<file path="src/timer_mode_pkg.sv">
// Package with register map, field layouts and mode encodings for the timer mode selector.
package timer_mode_pkg;

    // Register byte offsets.
    localparam logic [11:0] ADDR_ARRANGEMENT = 12'h0000;
    localparam logic [11:0] ADDR_TIMER_A_MODE = 12'h0004;
    localparam logic [11:0] ADDR_TIMER_B_MODE = 12'h0008;
    localparam logic [11:0] ADDR_MODE_STATUS = 12'h0010;
    localparam int ADDR_W = 12;

    // Field positions inside the mode registers.
    localparam int MODE_LSB = 0;
    localparam int MODE_MSB = 1;
    localparam int CAPSTYLE_BIT = 2;
    localparam int ALTSEL_BIT = 3;
    localparam int MODE_REG_W = 4;
    localparam int CFG_W = 3;

    // Reset values.
    localparam logic [CFG_W-1:0] CFG_RESET = 3'h0;
    localparam logic [MODE_REG_W-1:0] MODE_REG_RESET = 4'h0;

    // Arrangement field values.
    localparam logic [CFG_W-1:0] CFG_32_TIMER = 3'h0;
    localparam logic [CFG_W-1:0] CFG_32_RTC = 3'h1;
    localparam int CFG_SPLIT_BIT = 2;

    // AXI response codes.
    localparam logic [1:0] RESP_OKAY = 2'h0;
    localparam logic [1:0] RESP_SLVERR = 2'h2;

    // Two-bit mode field encodings.
    typedef enum logic [1:0] {
        MODE_RESERVED = 2'h0,
        MODE_ONE_SHOT = 2'h1,
        MODE_PERIODIC = 2'h2,
        MODE_CAPTURE = 2'h3
    } mode_field_t;

    // Arrangement decoded from the configuration field.
    typedef enum logic [1:0] {
        ARR_32_TIMER = 2'h0,
        ARR_32_RTC = 2'h1,
        ARR_RESERVED = 2'h2,
        ARR_16_SPLIT = 2'h3
    } arrangement_t;

    // Decoded operating mode of one timer.
    typedef struct packed {
        logic active;
        logic one_shot;
        logic periodic;
        logic capture;
        logic pwm;
        logic edge_time;
    } timer_op_t;

    // Status register field positions.
    localparam int ST_ARR_LSB = 0;
    localparam int ST_A_LSB = 4;
    localparam int ST_B_LSB = 12;
    localparam int OP_W = 6;

endpackage : timer_mode_pkg

</file>
<file path="src/timer_mode_select.sv">
// Mode decoder for a two-half general timer with an AXI4-Lite register slave.
//
// Contract
// [RULE_01] Half A mode field: 1 one-shot, 2 periodic, 3 capture, 0 reserved.
// [RULE_02] In 16-bit arrangement half A field sets only the first 16-bit timer.
// [RULE_03] In 32-bit arrangement combined timer mode comes only from half A register.
// [RULE_04] Both mode fields are read according to the configuration low three bits.
// [RULE_05] Half B mode field bits 1:0 decode identically to half A.
// [RULE_06] In 16-bit arrangement half B bits choose the second 16-bit timer mode.
// [RULE_07] In 32-bit arrangement every half B field is ignored.
// [RULE_08] Software sets alt-select 1, capture-style 0, mode periodic for PWM.
// [RULE_09] Alt-select 0 capture, 1 PWM; capture-style 0 edge-count, 1 edge-time.
// [RULE_10] Config 0 32-bit timer, 1 RTC, 2-3 reserved, 4-7 two 16-bit timers.
`timescale 1ns/1ps
module timer_mode_select
    import timer_mode_pkg::*;
(
    input wire logic i_clk,
    input wire logic i_rstn,
    input wire logic [ADDR_W-1:0] i_awaddr,
    input wire logic i_awvalid,
    output logic o_awready,
    input wire logic [31:0] i_wdata,
    input wire logic [3:0] i_wstrb,
    input wire logic i_wvalid,
    output logic o_wready,
    output logic [1:0] o_bresp,
    output logic o_bvalid,
    input wire logic i_bready,
    input wire logic [ADDR_W-1:0] i_araddr,
    input wire logic i_arvalid,
    output logic o_arready,
    output logic [31:0] o_rdata,
    output logic [1:0] o_rresp,
    output logic o_rvalid,
    input wire logic i_rready,
    output logic [CFG_W-1:0] o_arrangement_config,
    output arrangement_t o_arrangement,
    output timer_op_t o_timer_a_op,
    output timer_op_t o_timer_b_op
);

    // How the decode path is organised.
    // Software writes three small registers: the arrangement field, the first half's mode
    // register and the second half's mode register. Each mode register holds a two-bit mode
    // field, a capture-style bit and an alternate-select bit in its low nibble.
    // The arrangement field is decoded first, because it decides how the mode registers are read.
    // In the 32-bit timer arrangement the first half's register alone sets the combined timer.
    // The second half's register is still stored and reads back, but it drives nothing there.
    // In the split arrangement each half's register sets its own 16-bit timer.
    // The counter arrangement and the reserved codes leave both decoded modes idle.
    // This keeps a half-programmed timer from starting in a mode that software never chose.
    // Every decoded mode is registered before it leaves the block.
    // The counting datapath therefore never sees a mix of old and new fields during a write.
    // The price is one cycle of delay between a register store and the new decoded mode.
    // Software can observe that delay over the bus, since the write response rises on the same edge as the store.
    //
    // Bus behaviour in short.
    // The write address and the write data are parked separately, so a master may offer them
    // in either order or together. The response follows once both are parked.
    // Each ready stays low from its handshake until the response has been taken.
    // A second write is therefore stalled rather than overlapped with the first.
    // Reads are answered one cycle after the address is taken and held until accepted.
    // Unmapped addresses answer with a slave error and change nothing.
    // The status word is read-only; writes to it are acknowledged and dropped.
    // Only byte lane 0 carries fields, so a write without lane 0 stores nothing.
    // Reserved bits above the fields are not stored and always read back as zero.
    // This avoids software depending on reserved bits that hold no state.

    // Address decode shared by the write and read channels, so both agree on the map.
    function automatic logic reg_mapped(input logic [ADDR_W-1:0] a);
        reg_mapped = (a == ADDR_ARRANGEMENT) || (a == ADDR_TIMER_A_MODE)
            || (a == ADDR_TIMER_B_MODE) || (a == ADDR_MODE_STATUS);
    endfunction : reg_mapped

    // The store path takes fields from write lane 0 only, so every field must fit one byte.
    if (MODE_REG_W > 8 || CFG_W > 8) begin : g_field_check
        $error("mode or arrangement field is wider than one byte lane");
    end

    // Arrangement decode from the three configuration bits.
    function automatic arrangement_t decode_arr(input logic [CFG_W-1:0] cfg);
        if (cfg[CFG_SPLIT_BIT]) begin
            decode_arr = ARR_16_SPLIT; // [RULE_10]
        end else if (cfg == CFG_32_TIMER) begin
            decode_arr = ARR_32_TIMER; // [RULE_10]
        end else if (cfg == CFG_32_RTC) begin
            decode_arr = ARR_32_RTC; // [RULE_10]
        end else begin
            decode_arr = ARR_RESERVED; // [RULE_10]
        end
    endfunction : decode_arr

    // Mode register decode, shared by both halves.
    function automatic timer_op_t decode_op(input logic [MODE_REG_W-1:0] r, input logic en);
        timer_op_t op;
        op = '0;
        if (en) begin
            case (mode_field_t'(r[MODE_MSB:MODE_LSB]))
                MODE_ONE_SHOT: op.one_shot = 1'b1; // [RULE_01] [RULE_05]
                MODE_PERIODIC: op.periodic = 1'b1; // [RULE_01] [RULE_05]
                MODE_CAPTURE: op.capture = 1'b1; // [RULE_01] [RULE_05]
                default: op.capture = 1'b0;
            endcase
            // Alternate select with capture style 0 turns periodic into PWM; otherwise capture stays capture.
            op.pwm = r[ALTSEL_BIT] && op.periodic && !r[CAPSTYLE_BIT]; // [RULE_09] [RULE_08]
            op.edge_time = !r[ALTSEL_BIT] && op.capture && r[CAPSTYLE_BIT]; // [RULE_09]
            op.active = op.one_shot | op.periodic | op.capture;
        end
        decode_op = op;
    endfunction : decode_op

    logic [CFG_W-1:0] cfg_q;
    logic [MODE_REG_W-1:0] a_mode_q;
    logic [MODE_REG_W-1:0] b_mode_q;
    logic [ADDR_W-1:0] awaddr_q;
    logic aw_held_q;
    logic [31:0] wdata_q;
    logic [3:0] wstrb_q;
    logic w_held_q;
    arrangement_t arr_d;
    timer_op_t a_op_d;
    timer_op_t b_op_d;
    logic wr_fire;
    logic wr_hit;

    // Mode decode depends on arrangement; the RTC and reserved arrangements leave both idle.
    always_comb begin
        arr_d = decode_arr(cfg_q); // [RULE_04]
        case (arr_d)
            ARR_32_TIMER: begin
                a_op_d = decode_op(a_mode_q, 1'b1); // [RULE_03]
                b_op_d = '0; // [RULE_07]
            end
            ARR_16_SPLIT: begin
                a_op_d = decode_op(a_mode_q, 1'b1); // [RULE_02]
                b_op_d = decode_op(b_mode_q, 1'b1); // [RULE_06]
            end
            default: begin
                a_op_d = '0;
                b_op_d = '0;
            end
        endcase
    end

    // Registered decode outputs so the counting datapath sees glitch-free modes.
    always_ff @(posedge i_clk or negedge i_rstn) begin
        if (!i_rstn) begin
            o_arrangement <= ARR_32_TIMER;
            o_timer_a_op <= '0;
            o_timer_b_op <= '0;
            o_arrangement_config <= CFG_RESET;
        end else begin
            o_arrangement <= arr_d;
            o_timer_a_op <= a_op_d;
            o_timer_b_op <= b_op_d;
            o_arrangement_config <= cfg_q;
        end
    end

    // Write address and data are each captured alone, so either may arrive first.
    assign wr_fire = aw_held_q && w_held_q && !o_bvalid;

    always_ff @(posedge i_clk or negedge i_rstn) begin
        if (!i_rstn) begin
            aw_held_q <= 1'b0;
            awaddr_q <= '0;
        end else if (i_awvalid && o_awready) begin
            aw_held_q <= 1'b1;
            awaddr_q <= i_awaddr;
        end else if (wr_fire) begin
            aw_held_q <= 1'b0;
        end
    end

    always_ff @(posedge i_clk or negedge i_rstn) begin
        if (!i_rstn) begin
            w_held_q <= 1'b0;
            wdata_q <= '0;
            wstrb_q <= '0;
        end else if (i_wvalid && o_wready) begin
            w_held_q <= 1'b1;
            wdata_q <= i_wdata;
            wstrb_q <= i_wstrb;
        end else if (wr_fire) begin
            w_held_q <= 1'b0;
        end
    end

    // Ready is held low while a beat is parked, which stalls a second write.
    always_ff @(posedge i_clk or negedge i_rstn) begin
        if (!i_rstn) begin
            o_awready <= 1'b0;
            o_wready <= 1'b0;
        end else begin
            o_awready <= !aw_held_q && !(i_awvalid && o_awready) && !o_bvalid;
            o_wready <= !w_held_q && !(i_wvalid && o_wready) && !o_bvalid;
        end
    end

    // The parked write address is checked against the same map as the read channel.
    always_comb begin
        wr_hit = reg_mapped(awaddr_q);
    end

    // Register storage; only the low byte holds fields, so only lane 0 matters.
    always_ff @(posedge i_clk or negedge i_rstn) begin
        if (!i_rstn) begin
            cfg_q <= CFG_RESET;
            a_mode_q <= MODE_REG_RESET;
            b_mode_q <= MODE_REG_RESET;
        end else if (wr_fire && wstrb_q[0]) begin
            if (awaddr_q == ADDR_ARRANGEMENT) begin
                cfg_q <= wdata_q[CFG_W-1:0];
            end
            if (awaddr_q == ADDR_TIMER_A_MODE) begin
                a_mode_q <= wdata_q[MODE_REG_W-1:0];
            end
            // Stored even in 32-bit arrangement; it simply has no effect there.
            if (awaddr_q == ADDR_TIMER_B_MODE) begin
                b_mode_q <= wdata_q[MODE_REG_W-1:0]; // [RULE_07]
            end
        end
    end

    // Write response; the status register is read-only and writes to it are dropped.
    always_ff @(posedge i_clk or negedge i_rstn) begin
        if (!i_rstn) begin
            o_bvalid <= 1'b0;
            o_bresp <= RESP_OKAY;
        end else if (wr_fire) begin
            o_bvalid <= 1'b1;
            o_bresp <= wr_hit ? RESP_OKAY : RESP_SLVERR;
        end else if (o_bvalid && i_bready) begin
            o_bvalid <= 1'b0;
        end
    end

    // Read channel: one read at a time, answered the cycle after the address is taken.
    // Ready is registered, so a taken address always drops it for the following cycle.
    // The status word shows the registered decode, which is what the datapath really uses.
    always_ff @(posedge i_clk or negedge i_rstn) begin
        if (!i_rstn) begin
            o_arready <= 1'b0;
        end else begin
            o_arready <= !o_rvalid && !(i_arvalid && o_arready);
        end
    end

    always_ff @(posedge i_clk or negedge i_rstn) begin
        if (!i_rstn) begin
            o_rvalid <= 1'b0;
            o_rdata <= '0;
            o_rresp <= RESP_OKAY;
        end else if (i_arvalid && o_arready) begin
            o_rvalid <= 1'b1;
            o_rresp <= reg_mapped(i_araddr) ? RESP_OKAY : RESP_SLVERR;
            o_rdata <= '0;
            case (i_araddr)
                ADDR_ARRANGEMENT: o_rdata[CFG_W-1:0] <= cfg_q;
                ADDR_TIMER_A_MODE: o_rdata[MODE_REG_W-1:0] <= a_mode_q;
                ADDR_TIMER_B_MODE: o_rdata[MODE_REG_W-1:0] <= b_mode_q;
                ADDR_MODE_STATUS: begin
                    o_rdata[ST_ARR_LSB +: 2] <= o_arrangement;
                    o_rdata[ST_A_LSB +: OP_W] <= o_timer_a_op;
                    o_rdata[ST_B_LSB +: OP_W] <= o_timer_b_op;
                end
                default: o_rresp <= RESP_SLVERR;
            endcase
        end else if (o_rvalid && i_rready) begin
            o_rvalid <= 1'b0;
        end
    end

endmodule : timer_mode_select

</file>
<file path="config.mk">
export PLATFORM = sky130hd
export DESIGN_NAME = timer_mode_select
export DESIGN_NICKNAME = d
export VERILOG_FILES = /design/src/timer_mode_pkg.sv /design/src/timer_mode_select.sv
export SDC_FILE = /design/constraint.sdc
export NUM_CORES = 1
export LEC_CHECK = 0
export ABC_CLOCK_PERIOD_IN_PS = 2270
export BUFFER_PORTS_ARGS = -buffer_cell sky130_fd_sc_hd__buf_2
export CORE_ASPECT_RATIO = 0.7
export CORE_MARGIN = 3
export CORE_UTILIZATION = 47
export DETAILED_ROUTE_END_ITERATION = 8
export HOLD_SLACK_MARGIN = 0.15
export PLACE_DENSITY_LB_ADDON = 0.2
export SLEW_MARGIN = 0
export SYNTH_ARGS = -nofsm -noshare
export SYNTH_HDL_FRONTEND = slang
export SYNTH_SLANG_ARGS = --single-unit
</file>
<file path="constraint.sdc">
create_clock -name i_clk -period 2.27 [get_ports i_clk]
set_clock_uncertainty 0.1 [all_clocks]
set_input_delay 0.454 -clock i_clk [delete_from_list [all_inputs] [get_ports i_clk]]
set_output_delay 0.454 -clock i_clk [all_outputs]
set_load 0.01 [all_outputs]
</file>
=== Word level (Yosys, flattened, before mapping) ===
Index checks and enable logic that the tools add are counted.

* Eq/ne operators: 14
* Muxes and demuxes: 35
* Bitwise logic cells: 6
* Reductions and logical operators: 54

{| class="wikitable"
|+ Operators by type and width
! operator !! number
|-
| logical AND 1 bit || 25
|-
| == test 12 x 3 -> 1 bit, second input constant || 2
|-
| == test 12 x 4 -> 1 bit, second input constant || 2
|-
| == test 12 x 5 -> 1 bit, second input constant || 2
|-
| logical NOT 12 bit || 2
|-
| two-way mux 1 bit || 22
|-
| two-way mux 6 bit || 3
|-
| two-way mux 2 bit || 6
|-
| case mux 6 bit (2 select lines) || 1
|-
| logical NOT 1 bit || 11
|-
| == test 2 bit, second input constant || 5
|-
| case mux 2 bit (4 select lines) || 1
|-
| nonzero test 2 bit || 4
|-
| logical OR 1 bit || 6
|-
| bitwise OR 1 bit || 6
|-
| AND reduction 2 bit || 3
|-
| == test 2 x 1 -> 1 bit, second input constant || 2
|-
| OR reduction 4 bit || 1
|-
| == test 3 x 1 -> 1 bit, second input constant || 1
|-
| logical NOT 3 bit || 1
|-
| case mux 1 bit (3 select lines) || 1
|-
| logical NOT 2 bit || 1
|-
| case mux 1 bit (2 select lines) || 1
|}

* Register bits: 72
* Input port bits: 67
* Output and inout port bits: 58
* Word-level logic and storage cells: 139

=== Depth between registers and ports, before layout ===
* Depth in word-level cells: 9
* Depth in mapped cells: 5
* Gate-level depth less buffers: 5

=== Worst setup path before layout ===
Ideal clock, no wire load.

* Path type: input to register
* Start point: input port i_araddr[1]
* End point: register o_rdata[2]
* Data arrival time: 1.674 ns
* Setup slack: 0.401 ns
* Stages: 3
* Cells stage by stage: or4_4 or4_4 o31ai_1

* Longest elaborated chain between the ends: 2
* Elaborated cells on any way between the ends: 4

{| class="wikitable"
|+ RTL lines
! element !! RTL line !! source
|-
| from (decl) || timer_mode_select.sv:30 || <nowiki>input wire logic [ADDR_W-1:0] i_araddr,</nowiki>
|-
| == test 12 x 4 -> 1 bit, or another cell as far along || timer_mode_select.sv:259 || <nowiki>case (i_araddr)</nowiki>
|-
| case mux 1 bit (3 select lines) (*) || timer_mode_select.sv:259 ||
|-
| to (signal, indexed assignment) || timer_mode_select.sv:260 || <nowiki>ADDR_ARRANGEMENT: o_rdata[CFG_W-1:0] <= cfg_q;</nowiki>
|-
| to (signal, indexed assignment) || timer_mode_select.sv:261 || <nowiki>ADDR_TIMER_A_MODE: o_rdata[MODE_REG_W-1:0] <= a_mode_q;</nowiki>
|-
| to (signal, indexed assignment) || timer_mode_select.sv:262 || <nowiki>ADDR_TIMER_B_MODE: o_rdata[MODE_REG_W-1:0] <= b_mode_q;</nowiki>
|-
| to (decl) || timer_mode_select.sv:33 || <nowiki>output logic [31:0] o_rdata,</nowiki>
|}

Every way passes the cells marked *; elsewhere a longest branch is shown, timed or not.
A chain may end at the register's enable or synchronous reset.

=== Worst setup path in the final report ===
* Start point: register awaddr_q[6]
* End point: register b_mode_q[0]

* Longest elaborated chain between the ends: 2

{| class="wikitable"
|+ RTL lines
! element !! RTL line !! source
|-
| from (decl) || timer_mode_select.sv:116 || <nowiki>logic [ADDR_W-1:0] awaddr_q;</nowiki>
|-
| from (signal assigned) || timer_mode_select.sv:170 || <nowiki>awaddr_q <= i_awaddr;</nowiki>
|-
| == test 12 x 4 -> 1 bit || timer_mode_select.sv:220 || <nowiki>if (awaddr_q == ADDR_TIMER_B_MODE) begin</nowiki>
|-
| AND reduction 2 bit (no line) || -- ||
|-
| to (signal assigned) || timer_mode_select.sv:221 || <nowiki>b_mode_q <= wdata_q[MODE_REG_W-1:0];</nowiki>
|-
| to (decl) || timer_mode_select.sv:115 || <nowiki>logic [MODE_REG_W-1:0] b_mode_q;</nowiki>
|}

No other way between the ends.

==> impl_metrics.ini <==
[status]
status = completed

[power]
pwr-share-comb_pct = 16.9
p_int_mw = 2.270
fin_total_pwr_mw = 3.148
seqPwrFrac_pct = 51.6
switchingPower_mw = 0.8774
switching_share_pct = 27.87
ir_worst_vdd_v = 0.0004495
power_frac_clock_pct = 31.5
power_density_mw_per_mm2 = 899.8
p_leak_nw = 1.858

[sta]
setup_violations = 0
setup_slack_ns = 0.2121
final-max-slew-violation-count = 0
setup_tns_ns = 0
hold_viol = 0
min_period_ns = 2.058
post-route-period-util_pct = 90.65
grt_setup_unrepaired = no
timing.fmax_mhz = 485.9

[clock_network]
tritoncts = done
postCtsHoldBufs = 1
cts_setup_buffers = 0
numCtsBuffers = 9
cts.sink_count = 70
clk_latency_ns = 0.34
clk_pin_slew_ns = 0.07
cts-root-buf = clkbuf_8
cts-htree-levels = 3
ctsLongestPathBuffers = 2
post_cts_resized = 0

[hold_path]
hold_start = i_arvalid
hold_depth = 2
hold_path.class = input pin to register
min_to = o_arready$_DFF_PN0_

[detailed_routing]
first_pass_iters = 4
wl_per_cell_um = 14.51
num_vias = 1852
postRouteAntennaNets = 0
drc = 0
viasPerCell = 4.926
drt_first_iter_violations = 124
wirelength_um = 5457

[critical_path]
worstSetupStartpointType = register
ff2ff_path_depth = 4
arrival_ns = 2.18
r2r_start = awaddr_q[6]$_DFFE_PN0P_
cp.required_ns = 2.39
timing.rr.end = b_mode_q[0]$_DFFE_PN0P_
critPathKind = register to register
cp_max_fo = 4
reg2reg_setup_slack_ns = 0.21
crit_path_end_kind = register

[die]
die_w_um = 99.36
die_h_um = 71.36
ios = 125
die-area_mm2 = 0.007090
core_mm2 = 0.005813
start_util_pct = 49.33
std_cell_rows = 23

[logic_synthesis]
avgSynthCellArea_um2 = 13.66
yosysSeqAreaShare_pct = 61.08
async_flop_share_pct = 100.0
ys_types = 41
syn-instance-count = 210
yosysWarnings = 0
syn-cell-area_mm2 = 0.002868
synth_edf_count = 0
ys.flop_type = dfrtp_1
synth-seq-cells = 70

[grt]
grt_pass1_wl_um = 8825
grt_pass1_vias = 1738
overflow = 0
grt_usage_pct = 16.24
antenna_found_initial = 0
grt_max_degree = 71

[run]
maxCapViolCount = 0

[layout]
n_fill_cell = 515
nets = 364
area_growth_pct = 21.99
most-common-layout-cells = 75 x buf_2, 70 x dfrtp_1, 23 x mux2_2, 18 x conb_1, 12 x a22o_1
multi_input_area_mm2 = 0.001003
layout-drive-gt1-share_pct = 42.19
layout_commonest_cell = buf_2
antennaDiodeCount = 0
fin_cells = 376
seq_area_mm2 = 0.001752
final_cell_area_mm2 = 0.003498

[placement]
dpl_worst_slack_ns = 0.1453
placement.io_buffers = 75
gp_congestion = 0.7795
dpl.hpwl_um = 3988
placed_area_mm2 = 0.003289
dpl.cell_count = 359
through the flow:
step | util [%] | hold WS [ns]
4_1_cts | 60.18 | 0.1744
2_1_floorplan | - | 0.05841
5_1_grt | 60.18 | 0.1678
6_report | 60.18 | 0.1876
3_5_place_dp | 56.59 | 0.3151
3_3_place_gp | 56.59 | 0.3301
cell families after synthesis:
group,count (synthesis),share of synthesized area (%)
fa+ha+maj,2,0.7853
buf+inv,28,6.152
flops,70,61.08
compound gates,37,9.642
mux,29,11.34
simple gates,43,10.86
other cells,1,0.1308
registers in the layout, summed over array words and instances (netlist names), 4 cells and up:
| register | cells |
|---|---|
| o_rdata | 16 |
| o_timer_b_op | 6 |
| a_mode_q | 4 |
| awaddr_q | 12 |
| b_mode_q | 4 |
| wdata_q | 4 |
| o_timer_a_op | 6 |
worst max path at each step:
stage | from | end | slack, ns | cells after the start
after floorplan | i_araddr[1] | o_rdata[2]$_DFFE_PN0P_ | 0.40 | 3
after global placement | i_araddr[1] | o_rdata[6]$_DFFE_PN0P_ | 0.19 | 5
after detailed placement | i_araddr[1] | o_rdata[5]$_DFFE_PN0P_ | 0.15 | 5
after CTS | awaddr_q[6]$_DFFE_PN0P_ | b_mode_q[0]$_DFFE_PN0P_ | 0.20 | 4
after global routing | awaddr_q[6]$_DFFE_PN0P_ | b_mode_q[0]$_DFFE_PN0P_ | 0.13 | 4
final | awaddr_q[6]$_DFFE_PN0P_ | b_mode_q[0]$_DFFE_PN0P_ | 0.21 | 4
synth_stat cells, types with 3 or more instances:
| library cell | n | area share [%] |
|---|---|---|
| dfrtp_1 | 70 | 61 |
| mux2_2 | 23 | 9.0 |
| buf_4 | 19 | 5.0 |
| a22o_1 | 12 | 3.7 |
| nand2_1 | 8 | 1.0 |
| nor2_1 | 7 | 0.92 |
| inv_1 | 6 | 0.79 |
| and3b_1 | 5 | 1.5 |
| mux2_1 | 5 | 2.0 |
| o21ai_0 | 5 | 0.87 |
| a21oi_1 | 3 | 0.52 |
| a22oi_1 | 3 | 0.79 |
| nor2b_1 | 3 | 0.65 |
| nor3_1 | 3 | 0.52 |
| or4_4 | 3 | 1.2 |
worst max-delay path, stage by stage (launching register included):
cell     delay, ns
dfrtp_1       0.39
nor4_1        0.41
nand4_2       0.27
nor4b_4       0.41
mux2_1        0.36
cell type report:
type,instances,area share (%)
sequential,70,50.07
multi-input combinational,129,28.68
timing repair buffer,80,12.23
clock buffer,10,3.934
tap,75,2.682
clock inverter,6,1.753
inverter,6,0.6438
power groups by stage:
stage | logic, mW | registers (mW) | clock network [mW]
3_3_place_gp | 0.522 | 1.64 | 0
4_1_cts | 0.542 | 1.63 | 1.01
3_5_place_dp | 0.539 | 1.65 | 0
5_1_grt | 0.591 | 1.65 | 1.08
6_report | 0.531 | 1.62 | 0.993
2_1_floorplan | 0.377 | 1.62 | 0
routing by layer:
metal,GRT usage (%),share of wire [%]
met1,24.20,50
met2,21.58,42
met3,6.420,7.4
met4,5.455,1.0
met5,0,0
Power figures use the tool's default switching activity.
